==> config.mk <==
export PLATFORM = sky130hd
export DESIGN_NAME = fvi_top
export DESIGN_NICKNAME = d
export VERILOG_FILES = /design/src/design/fvi_pkg.sv /design/src/design/fvi_top.sv /design/src/design/fvi_ctx_stack.sv
export SDC_FILE = /design/constraint.sdc
export NUM_CORES = 1
export LEC_CHECK = 0
export ABC_AREA = 1
export BUFFER_PORTS_ARGS = -buffer_cell sky130_fd_sc_hd__buf_2
export CORE_UTILIZATION = 40
export DETAILED_ROUTE_END_ITERATION = 10
export GPL_TIMING_DRIVEN = 0
export SLEW_MARGIN = 0
export SYNTH_ARGS = -nofsm -noshare
export SYNTH_HDL_FRONTEND = slang
export SYNTH_HIERARCHICAL = 1
export SYNTH_SLANG_ARGS = --single-unit
==> constraint.sdc <==
create_clock -name hclk -period 3 [get_ports hclk]
set_input_delay 0.3 -clock hclk [delete_from_list [all_inputs] [get_ports hclk]]
set_output_delay 0.3 -clock hclk [all_outputs]
set_load 0.005 [all_outputs]
==> src/design/fvi_pkg.sv <==
package fvi_pkg;

  // ==========================================================
  // Register map (byte offsets)
  localparam logic [11:0] FVI_OFF_STATUS = 12'h048;
  localparam logic [11:0] FVI_OFF_IRQNUM = 12'h050;
  localparam logic [11:0] FVI_OFF_FAST0_HANDLER_ADDRESS = 12'h060;
  localparam logic [11:0] FVI_OFF_FAST1_HANDLER_ADDRESS = 12'h064;
  localparam logic [11:0] FVI_OFF_FAST2_HANDLER_ADDRESS = 12'h068;
  localparam logic [11:0] FVI_OFF_FAST3_HANDLER_ADDRESS = 12'h06c;
  localparam logic [11:0] FVI_OFF_EVT_STAT = 12'h070;
  localparam logic [11:0] FVI_OFF_EVT_MASK = 12'h074;

  // ==========================================================
  // Field positions and values
  localparam int FVI_BIT_PEND = 9;
  localparam int FVI_BIT_ACT = 8;
  localparam logic [7:0] FVI_NEST_NONE = 8'h00;
  localparam logic [7:0] FVI_NEST_ONE = 8'h01;
  localparam logic [7:0] FVI_NEST_TWO = 8'h03;
  localparam int FVI_NUM_CH = 4;
  localparam int FVI_MAX_NEST = 2;
  localparam logic [31:0] FVI_RST_WORD = 32'h0000_0000;

  // Event bits in the sticky status word
  localparam int FVI_EVT_TAKE = 0;
  localparam int FVI_EVT_FAST = 1;
  localparam int FVI_EVT_DENY = 2;
  localparam int FVI_EVT_W = 3;

endpackage

==> src/design/fvi_top.sv <==
`timescale 1ns/1ns
`default_nettype none
// What this block does
// - Status bit 9 reads 1 while any interrupt is pending.
// - Status bit 8 reads 1 while any handler executes.
// - Nesting field reads 0x01 at one level, 0x03 at two.
// - Nesting field reads 0x00 when nothing is in service.
// - At most two nesting levels; no preemption beyond the second.
// - Two-level hardware context stack, one entry per nesting level.
// - Channel 0 and 1 numbers in bits 7:0 and 15:8, reset zero.
// - Channel 2 and 3 numbers in bits 23:16 and 31:24, reset zero.
// - Each channel keeps handler address bits 31:1 in its register.
// - Handler address bit 0 is forced to zero.
// - Address register bit 0 is the channel enable.
// - Disabled channel never redirects; enables reset to 0.
// - Status word read-only, reserved bits 31:10 read zero.
module fvi_top
  import fvi_pkg::*;
#(
  parameter int NUM_W = 8,
  parameter int CTX_W = 32
) (
  input wire logic hclk,
  input wire logic hresetn,
  input wire logic hsel,
  input wire logic [31:0] haddr,
  input wire logic [1:0] htrans,
  input wire logic hwrite,
  input wire logic [2:0] hsize,
  input wire logic [31:0] hwdata,
  input wire logic hready,
  output logic hreadyout,
  output logic hresp,
  output logic [31:0] hrdata,
  input wire logic irq_pending,
  input wire logic take_req,
  input wire logic [NUM_W-1:0] take_num,
  input wire logic [CTX_W-1:0] take_ctx,
  input wire logic ret_req,
  output logic take_ack,
  output logic take_fast,
  output logic [31:0] take_handler,
  output logic [NUM_W-1:0] take_num_out,
  output logic ret_ack,
  output logic [CTX_W-1:0] ret_ctx,
  output logic irq_out
);

  // ==========================================================
  // State
  typedef struct packed {
    logic wr_pend;
    logic [11:0] wr_addr;
    logic [31:0] rdata;
    logic [FVI_NUM_CH*NUM_W-1:0] num;
    logic [FVI_NUM_CH-1:0][31:0] addr;
    logic [1:0] depth;
    logic pend;
    logic ack;
    logic fast;
    logic [31:0] handler;
    logic [NUM_W-1:0] num_out;
    logic rack;
    logic rpop;
    logic [FVI_EVT_W-1:0] evt;
    logic [FVI_EVT_W-1:0] mask;
    logic irq;
  } fvi_state_t;

  fvi_state_t s_q, s_d;
  logic [CTX_W-1:0] ctx_rd;
  logic ctx_wr;
  logic [0:0] ctx_widx;
  logic [0:0] ctx_ridx;

  // ==========================================================
  // Context stack
  fvi_ctx_stack #(.WIDTH(CTX_W), .DEPTH(FVI_MAX_NEST)) u_ctx (
    .hclk(hclk),
    .hresetn(hresetn),
    .wr_en(ctx_wr),
    .wr_idx(ctx_widx),
    .wr_data(take_ctx),
    .rd_idx(ctx_ridx),
    .rd_data(ctx_rd)
  );

  // ==========================================================
  // Next state
  always_comb begin
    logic [31:0] status;
    logic [7:0] nest;
    logic [FVI_EVT_W-1:0] evt_set;
    logic [FVI_EVT_W-1:0] evt_clr;
    logic hit;
    logic [31:0] hit_addr;
    logic [NUM_W-1:0] chnum;
    logic accept;
    logic [11:0] off;
    s_d = s_q;
    status = FVI_RST_WORD;
    nest = FVI_NEST_NONE;
    evt_set = '0;
    evt_clr = '0;
    hit = 1'b0;
    hit_addr = 32'h0000_0000;
    chnum = '0;
    accept = 1'b0;
    off = haddr[11:0];
    ctx_wr = 1'b0;
    ctx_widx = 1'b0;
    // Keep the popped slot addressed so its data still stand with the ack
    ctx_ridx = 1'(s_q.depth);

    case (s_q.depth)
      2'd1: nest = FVI_NEST_ONE;
      2'd2: nest = FVI_NEST_TWO;
      default: nest = FVI_NEST_NONE;
    endcase
    status[FVI_BIT_PEND] = s_q.pend;
    status[FVI_BIT_ACT] = (s_q.depth != 2'd0);
    status[7:0] = nest;

    s_d.pend = irq_pending;
    s_d.ack = 1'b0;
    s_d.rack = 1'b0;
    s_d.rpop = 1'b0;

    // Lowest channel wins if two share a number
    for (int i = FVI_NUM_CH - 1; i >= 0; i--) begin
      chnum = s_q.num[i*NUM_W +: NUM_W];
      if (s_q.addr[i][0] && chnum == take_num) begin
        hit = 1'b1;
        hit_addr = {s_q.addr[i][31:1], 1'b0};
      end
    end

    // Entry and return; return takes priority to keep the stack sane
    if (ret_req && s_q.depth != 2'd0) begin
      ctx_ridx = 1'(s_q.depth - 2'd1);
      s_d.depth = s_q.depth - 2'd1;
      s_d.rpop = 1'b1;
    end else if (take_req) begin
      if (s_q.depth < 2'(FVI_MAX_NEST)) begin
        accept = 1'b1;
        ctx_wr = 1'b1;
        ctx_widx = 1'(s_q.depth);
        s_d.depth = s_q.depth + 2'd1;
        s_d.ack = 1'b1;
        s_d.fast = hit;
        s_d.handler = hit ? hit_addr : 32'h0000_0000;
        s_d.num_out = take_num;
        evt_set[FVI_EVT_TAKE] = 1'b1;
        evt_set[FVI_EVT_FAST] = hit;
      end else begin
        evt_set[FVI_EVT_DENY] = 1'b1;
      end
    end
    // Stack read data lag one cycle behind the pop
    if (s_q.rpop) begin
      s_d.rack = 1'b1;
    end

    // Bus address phase
    if (hsel && hready && htrans[1]) begin
      s_d.wr_pend = hwrite;
      s_d.wr_addr = off;
      if (!hwrite) begin
        case ({off[11:2], 2'b00})
          FVI_OFF_STATUS: s_d.rdata = status;
          FVI_OFF_IRQNUM: s_d.rdata = s_q.num;
          FVI_OFF_FAST0_HANDLER_ADDRESS: s_d.rdata = s_q.addr[0];
          FVI_OFF_FAST1_HANDLER_ADDRESS: s_d.rdata = s_q.addr[1];
          FVI_OFF_FAST2_HANDLER_ADDRESS: s_d.rdata = s_q.addr[2];
          FVI_OFF_FAST3_HANDLER_ADDRESS: s_d.rdata = s_q.addr[3];
          FVI_OFF_EVT_STAT: s_d.rdata = 32'(s_q.evt);
          FVI_OFF_EVT_MASK: s_d.rdata = 32'(s_q.mask);
          default: s_d.rdata = 32'h0000_0000;
        endcase
      end
    end else if (hready) begin
      s_d.wr_pend = 1'b0;
    end

    // Bus data phase write; status offset has no case
    if (s_q.wr_pend) begin
      s_d.wr_pend = 1'b0;
      case ({s_q.wr_addr[11:2], 2'b00})
        FVI_OFF_IRQNUM: s_d.num = hwdata[FVI_NUM_CH*NUM_W-1:0];
        FVI_OFF_FAST0_HANDLER_ADDRESS: s_d.addr[0] = hwdata;
        FVI_OFF_FAST1_HANDLER_ADDRESS: s_d.addr[1] = hwdata;
        FVI_OFF_FAST2_HANDLER_ADDRESS: s_d.addr[2] = hwdata;
        FVI_OFF_FAST3_HANDLER_ADDRESS: s_d.addr[3] = hwdata;
        FVI_OFF_EVT_STAT: evt_clr = hwdata[FVI_EVT_W-1:0];
        FVI_OFF_EVT_MASK: s_d.mask = hwdata[FVI_EVT_W-1:0];
        default: ;
      endcase
    end

    // Set wins over a simultaneous write-one clear
    s_d.evt = (s_q.evt & ~evt_clr) | evt_set;
    s_d.irq = |(s_d.evt & s_d.mask);
    if (!accept) begin
      s_d.fast = s_q.fast;
    end
  end

  always_ff @(posedge hclk or negedge hresetn) begin
    if (!hresetn) begin
      s_q <= '0;
    end else begin
      s_q <= s_d;
    end
  end

  // ==========================================================
  // Outputs
  assign hreadyout = 1'b1;
  assign hresp = 1'b0;
  assign hrdata = s_q.rdata;
  assign take_ack = s_q.ack;
  assign take_fast = s_q.fast;
  assign take_handler = s_q.handler;
  assign take_num_out = s_q.num_out;
  assign ret_ack = s_q.rack;
  assign ret_ctx = ctx_rd;
  assign irq_out = s_q.irq;

endmodule
`default_nettype wire

==> src/design/fvi_ctx_stack.sv <==
`timescale 1ns/1ns
`default_nettype none
// Two-entry context store; read data come out of a register
module fvi_ctx_stack #(
  parameter int WIDTH = 32,
  parameter int DEPTH = 2
) (
  input wire logic hclk,
  input wire logic hresetn,
  input wire logic wr_en,
  input wire logic [$clog2(DEPTH)-1:0] wr_idx,
  input wire logic [WIDTH-1:0] wr_data,
  input wire logic [$clog2(DEPTH)-1:0] rd_idx,
  output logic [WIDTH-1:0] rd_data
);
  logic [WIDTH-1:0] mem_q [DEPTH];

  always_ff @(posedge hclk or negedge hresetn) begin
    if (!hresetn) begin
      rd_data <= '0;
      for (int i = 0; i < DEPTH; i++) begin
        mem_q[i] <= '0;
      end
    end else begin
      if (wr_en) begin
        mem_q[wr_idx] <= wr_data;
      end
      rd_data <= mem_q[rd_idx];
    end
  end
endmodule
`default_nettype wire

==> metrics.csv, run 1 <==
metric,value,unit
grt_antenna_before_repair,5,
fp.dieH,210,um
comb_power_share,16.8,%
post-layout-total-power,13.2,mW
total_detailed_routing_wirelength,62100,um
mostFrequentLayoutCell,nand2_1,
die_w,210,um
p_sw_share,28.8,%
cts_htree_levels,2,
io_pins,227,
achievable-frequency,359,MHz
initial_core_util,40.8,%
fillers,4263,
die-area,44000,um^2
placed_area,19000,um^2
detailed_place_hpwl,43100,um
path_class,in2reg,
synthesis.area,17200,um^2
std_cell_rows,75,
clkSlewWorstSetupHoldPaths,0.06,ns
timing.hold.worst.class,in2reg,
final_core_utilization,49.0,%
reg2reg_slack,0.46,ns
timing.critical_path.arrival,3.27,ns
critical_path_required_time,3.49,ns
synth.yosys.warnings,6,
rsz0062_at_grt,false,
io_buffer_count,196,
report.final.setup_viol,0,
fraction_of_power_consumed_by_the_clock_network,39.0,%
worstSkewPairLatency,0.57,ns
ctsRootBufferMaster,clkbuf_16,
drive_above_1_share,18.9,%
routed_wire_length_per_instance,20.6,um
placeableCoreArea,42200,um^2
seq_power_share,44.2,%
p_int,9.37,mW
finalClockSkew,0.0151,ns
finish.instance_area,20700,um^2
p_sw,3.79,mW
timing.slew.headroom,20.2,%
result_of_the_run,"complete, no violations",
critical_path.startpoint_type,input port,
worst_setup_path_end_kind,register,
synthToLayoutAreaGrowth,20.0,%
post_drt_via_cell_ratio,5.32,
syn_area_per_cell,7.96,um^2
minimum_clock_period,2.78,ns
power.ir.vdd_worst,0.630,mV
synth-seq-cells,352,
num-nets-final,2562,
dr.first_iter.drc_count,1729,
timing.hold.worst_endpoint,u_ctx/mem_q[51]$_DFFE_PN0P_,
finalCritPeriodShare,92.7,%
hold_violations,0,
via_count_of_the_first_global_routing_pass,15500,
tritoncts,done,
power_density,636,nW/um^2
vias,16000,
cts_sinks,352,
r2r_start,s_q[52]$_DFFE_PN0P_,
drt.antenna.violating_nets,0,
grtUsageTotal,28.6,%
cts.repair_timing.setup_buffer_count,0,
grt_first_pass_wirelength,93900,um
worstRegToRegCells,11,
cts_buffers,41,
globalplace.congestion,0.965,
yosys.cell_types.count,38,
worstReg2RegEnd,take_handler[26]$_DFFE_PN0P_,
global_route.overflow_total,0,
fin_hold_ws,0.0143,ns
timing_startpoint_of_the_critical_path,haddr[6],
tightestPinTransition,1.20,ns
worstPathMaxFanout,10,
leakagePower,11.7,nW
layout_common_cells,"734 x nand2_1, 352 x dfrtp_1, 231 x buf_2, 161 x inv_1, 140 x nand3_1",
drv_cap,0,
cts_max_path_buffers,3,
worstHoldStart,take_ctx[19],
remaining_design_rule_violation_count,0,
dr.pass1.iters,8,
slew_viol_final,0,
grt_max_degree,126,
synth_seq_area_share,51.1,%
worst_hold_path.num_cells,3,
syn_inst,2166,
place_ws,0.248,ns
finalWorstSetupSlack,0.218,ns
how the worst max path moves through the flow:
stage | to | slack (ns) | cells after the start
2_1_floorplan | take_handler[22]$_DFFE_PN0P_ | 1.04 | 11
3_3_place_gp | u_ctx/rd_data[9]$_DFF_PN0_ | -5.31 | 1
3_5_place_dp | take_handler[26]$_DFFE_PN0P_ | 0.25 | 11
4_1_cts | take_handler[26]$_DFFE_PN0P_ | 0.20 | 11
5_1_grt | hrdata[30]$_DFFE_PN0P_ | 0.14 | 11
6_report | hrdata[30]$_DFFE_PN0P_ | 0.22 | 11
logic make-up (layout without fill, tap and decap cells):
group,count (synthesis),in the layout,synth area share (%)
xor+xnor,9,9,0.457
buf+inv,379,681,10.9
fa+ha+maj,3,3,0.218
other cells,2,5,0.0435
compound gates,334,334,10.8
flops,352,352,51.1
simple gates,1087,1087,26.6
power by group through the flow:
stage,Combinational [mW],Clock [mW],Sequential (mW)
after CTS,2.23,5.22,5.82
after floorplan,1.30,0,5.83
after global routing,2.52,5.39,5.89
after global placement,2.13,0,5.87
final,2.21,5.13,5.82
after detailed placement,2.18,0,5.89
metrics by stage:
stage / TNS [ns] / std cells
2_1_floorplan: 0 / 2167
3_3_place_gp: -1850.74 / 2902
3_5_place_dp: 0 / 2905
4_1_cts: 0 / 3008
5_1_grt: 0 / 3008
6_report: 0 / 3010
layout make-up:
cell class              instances  area [um^2]  share of cell area [%]
flip-flops and latches        352         8810                    42.6
clock inverters                14          206                   0.997
plain buffers                 200         1210                    5.83
diodes                          2         5.00                  0.0242
inverters                     179          672                    3.25
repair buffers                232         1400                    6.78
well taps                     539          674                    3.26
multi-input cells            1436         6570                    31.7
clock buffers                  56         1150                    5.57
repair_timing:
item                                   CTS  global route
endpoints found under the hold margin  119             0
hold buffers                            33             0
setup endpoints to repair                0             3
resized for setup                        0             1
per-layer routing:
layer / GRT usage [%] / part of all wire, % / wire (um) / up-vias
met3: 6.72 / 9.4 / 5830 / 149
li1: - / - / - / 7440
met5: 0 / 0.063 / 39 / -
met1: 37.9 / 42 / 25900 / 7618
met2: 45.0 / 45 / 28100 / 787
met4: 11.8 / 3.7 / 2300 / 6
critical path, cell delays in order:
cell           delay, ns
dlygate4sd3_1       0.52
buf_2               0.11
nand4_1             0.22
inv_2               0.20
nand3_1             0.62
inv_2               0.56
buf_4               0.33
nand2_1             0.07
o21ai_1             0.09
o21ai_1             0.12
nand2_1             0.12
sequential cells by signal (all words and copies together) (netlist names):
name / flops
ret_ack: 1
irq_out: 1
take_ack: 1
u_ctx/rd_data: 32
hrdata: 32
take_fast: 1
take_num_out: 8
u_ctx/mem_q: 64
s_q: 181
take_handler: 31
cell usage after synthesis:
| master | number | area [um^2] |
|---|---|---|
| nand2_1 | 734 | 2760 |
| dfrtp_1 | 352 | 8810 |
| inv_1 | 161 | 604 |
| nand3_1 | 140 | 701 |
| o21ai_1 | 131 | 656 |
| o21ai_0 | 106 | 531 |
| nor2_1 | 104 | 390 |
| buf_4 | 83 | 623 |
| nand4_1 | 77 | 482 |
| clkbuf_1 | 59 | 221 |
| buf_2 | 36 | 180 |
| a21oi_1 | 32 | 160 |
| o21ai_2 | 32 | 280 |
| inv_2 | 18 | 67.6 |
| o211ai_1 | 16 | 120 |
| o22ai_1 | 16 | 100 |
| buf_6 | 13 | 146 |
| nor2_2 | 8 | 50.1 |
| buf_1 | 7 | 26.3 |
| xnor2_1 | 6 | 52.6 |
| nand3b_1 | 5 | 37.5 |
| nand2_2 | 4 | 25.0 |
| nor3_1 | 4 | 20.0 |
| ha_1 | 3 | 37.5 |
| xor2_1 | 3 | 26.3 |
| clkbuf_2 | 2 | 10.0 |
| conb_1 | 2 | 7.51 |
| nor3_2 | 2 | 20.0 |
| a21boi_0 | 1 | 7.51 |
| nand2_4 | 1 | 11.3 |
| nand3_2 | 1 | 10.0 |
| nand4_2 | 1 | 12.5 |
| nand4_4 | 1 | 21.3 |
| nor2_4 | 1 | 11.3 |
| nor3_4 | 1 | 16.3 |
| nor3b_1 | 1 | 7.51 |
| nor4_1 | 1 | 6.26 |
| or2_1 | 1 | 6.26 |
Power figures use the tool's default switching activity.
==> run 2, diff against run 1 <==
--- a/config.mk
+++ b/config.mk
@@ -8,6 +8,7 @@
 export ABC_AREA = 1
 export BUFFER_PORTS_ARGS = -buffer_cell sky130_fd_sc_hd__buf_2
 export CORE_UTILIZATION = 40
+export CTS_BUF_LIST = sky130_fd_sc_hd__clkbuf_4
 export DETAILED_ROUTE_END_ITERATION = 10
 export GPL_TIMING_DRIVEN = 0
 export SLEW_MARGIN = 0
==> constraint.sdc (replaced) <==
create_clock -name hclk -period 3.4 [get_ports hclk]
set_input_delay 0.34 -clock hclk [delete_from_list [all_inputs] [get_ports hclk]]
set_output_delay 0.34 -clock hclk [all_outputs]
set_load 0.005 [all_outputs]
==> run 2 against run 1 <==
Net effect: largest power group unchanged; power down 18%; routed wire length increased by 1.8%; clock power is 28% lower; worst hold slack gained 0.041 ns; combinational power is 9.5% lower.
==> metrics.csv, run 2 (synthesis results as in run 1) <==
metric,value,unit
die_w,210,um
timing.critical_path.buf_inv,6,
grt_max_degree,126,
drv_cap,0,
ctsResizeCount,0,
worstSkewPairLatency,0.79,ns
globalplace.congestion,0.965,
finalCritPeriodShare,82.1,%
worst_path_largest_cell_delay,0.52,ns
finalWorstSetupSlack,0.610,ns
grtUsageTotal,29.1,%
max_ffs_per_register,181,
fillers,4335,
crit_top_cell,inv_1,
setup_total_negative_slack,0,ns
fp.dieH,210,um
grt_first_pass_wirelength,95800,um
critical_path.startpoint_type,register,
routed_wire_length_per_instance,20.1,um
post_drt_via_cell_ratio,5.26,
layout_common_cells,"734 x nand2_1, 352 x dfrtp_1, 231 x buf_2, 161 x inv_1, 140 x nand3_1",
timing.critical_path.arrival,3.42,ns
minimum_clock_period,2.79,ns
placeableCoreArea,42200,um^2
worst_path_dominant_cell_family,buffers and inverters,
cts_sinks,352,
critical_path_required_time,4.03,ns
report.final.setup_viol,0,
worst_setup_path_end_kind,register,
drt.antenna.violating_nets,0,
power_density,517,nW/um^2
total_detailed_routing_wirelength,63200,um
achievable-frequency,358,MHz
path_class,reg2reg,
timing.critical_path.slowest_stage_cell,nor2_1,
detailed_place_hpwl,43100,um
ctsRootBufferMaster,clkbuf_4,
slew_viol_final,0,
timing.critical_path.cells,"inv_1, ha_1, inv_1, nand2_1, inv_1, nor2_1, inv_1, buf_2, clkbuf_1, nand2_1, nand2_1",
std_cell_rows,75,
regMostFlops,s_q,
drive_above_1_share,20.9,%
finalClockSkew,0.0458,ns
cts_buffers,95,
die-area,44000,um^2
vias,16600,
dr.pass1.iters,9,
final_core_utilization,49.6,%
finish.instance_area,21000,um^2
initial_core_util,40.8,%
result_of_the_run,"complete, no violations",
cts_max_path_buffers,3,
tightestPinTransition,1.20,ns
timing.slew.headroom,20.1,%
grt_antenna_before_repair,2,
reg.largest.list,"s_q x181, u_ctx/mem_q x64",
io_buffer_count,196,
worstPathMaxFanout,10,
clkSlewWorstSetupHoldPaths,0.06,ns
cts.repair_timing.setup_buffer_count,0,
io_pins,227,
rsz0062_at_grt,false,
timing.hold.worst.class,in2reg,
global_route.overflow_total,0,
cts_htree_levels,3,
synthToLayoutAreaGrowth,21.5,%
leakagePower,11.9,nW
dr.first_iter.drc_count,1707,
placed_area,19000,um^2
tritoncts,done,
remaining_design_rule_violation_count,0,
power.ir.vdd_worst,0.428,mV
hold_violations,0,
num-nets-final,2663,
via_count_of_the_first_global_routing_pass,16300,
mostFrequentLayoutCell,nand2_1,
place_ws,0.632,ns
## run 2: changes by cell type in the layout (fill, tap and decap cells not counted), moves of 7 or more
cell and delta:
clkbuf_1 -8, clkbuf_16 -41, clkbuf_8 -7, clkinv_1 +25, dlygate4sd3_1 +47, clkbuf_4 +130
## run 2: final timing paths
| path | start | to | slack [ns] | depth (start not counted) |
|---|---|---|---|---|
| min in group asynchronous | hresetn | hrdata[10]$_DFFE_PN0P_ | 0.07 | 2 |
| max in group asynchronous | hresetn | u_ctx/rd_data[10]$_DFF_PN0_ | 1.86 | 4 |
| setup reg to reg | s_q[52]$_DFFE_PN0P_ | take_handler[30]$_DFFE_PN0P_ | 0.61 | 11 |
| hold reg to reg | s_q[7]$_DFF_PN0_ | ret_ack$_DFF_PN0_ | 0.35 | 0 |
| setup / recovery | s_q[52]$_DFFE_PN0P_ | take_handler[30]$_DFFE_PN0P_ | 0.61 | 11 |
| hold / removal | take_num[7] | take_num_out[7]$_DFFE_PN0P_ | 0.06 | 3 |
## run 2: report_power, final
group | total, mW | switching (mW) | internal, mW
sequential | 5.14 | 0.325 | 4.81
combinational | 2.00 | 1.25 | 0.750
clock | 3.70 | 1.85 | 1.85
## run 2: cell type report
cell class                 count  area [um^2]  share of cell area (%)
clock buffer                 130          976                    4.66
multi-input combinational   1436         6570                    31.3
timing repair buffer         279         1870                    8.94
antenna                        2         5.00                  0.0239
inverter                     179          672                    3.21
sequential                   352         8810                    42.0
clock inverter                37          180                   0.859
tap                          539          674                    3.22
buffer                       200         1210                    5.76
## run 2: routing by layer
metal  global-route usage, %  up-vias  share of wire [%]
met2                    45.7      839                 45
li1                        -     7706                  -
met5                       0        -                  0
met3                    6.99      159                9.9
met1                    38.3     7895                 41
met4                    12.5        0                3.7
## run 2: through the flow
| stage | hold WS, ns | total power [mW] | std cells |
|---|---|---|---|
| global placement | 0.338 | 7.06 | 2902 |
| global route | 0.0285 | 11.5 | 3154 |
| finish | 0.0556 | 10.8 | 3154 |
| floorplan | 0.0444 | 6.29 | 2167 |
| CTS | 0.00921 | 10.9 | 3152 |
| detailed placement | 0.301 | 7.11 | 2905 |
## run 2: timing repair
item,in CTS,in global routing
hold endpoints to repair,378,0
setup endpoints to repair,0,0
hold buffers,80,0
## run 2: worst reg2reg max path: stages, from the launching register on
cell	delay, ns
dfrtp_1	0.40
inv_1	0.13
ha_1	0.16
inv_1	0.05
nand2_1	0.14
inv_1	0.12
nor2_1	0.52
inv_1	0.34
buf_2	0.33
clkbuf_1	0.29
nand2_1	0.12
nand2_1	0.05
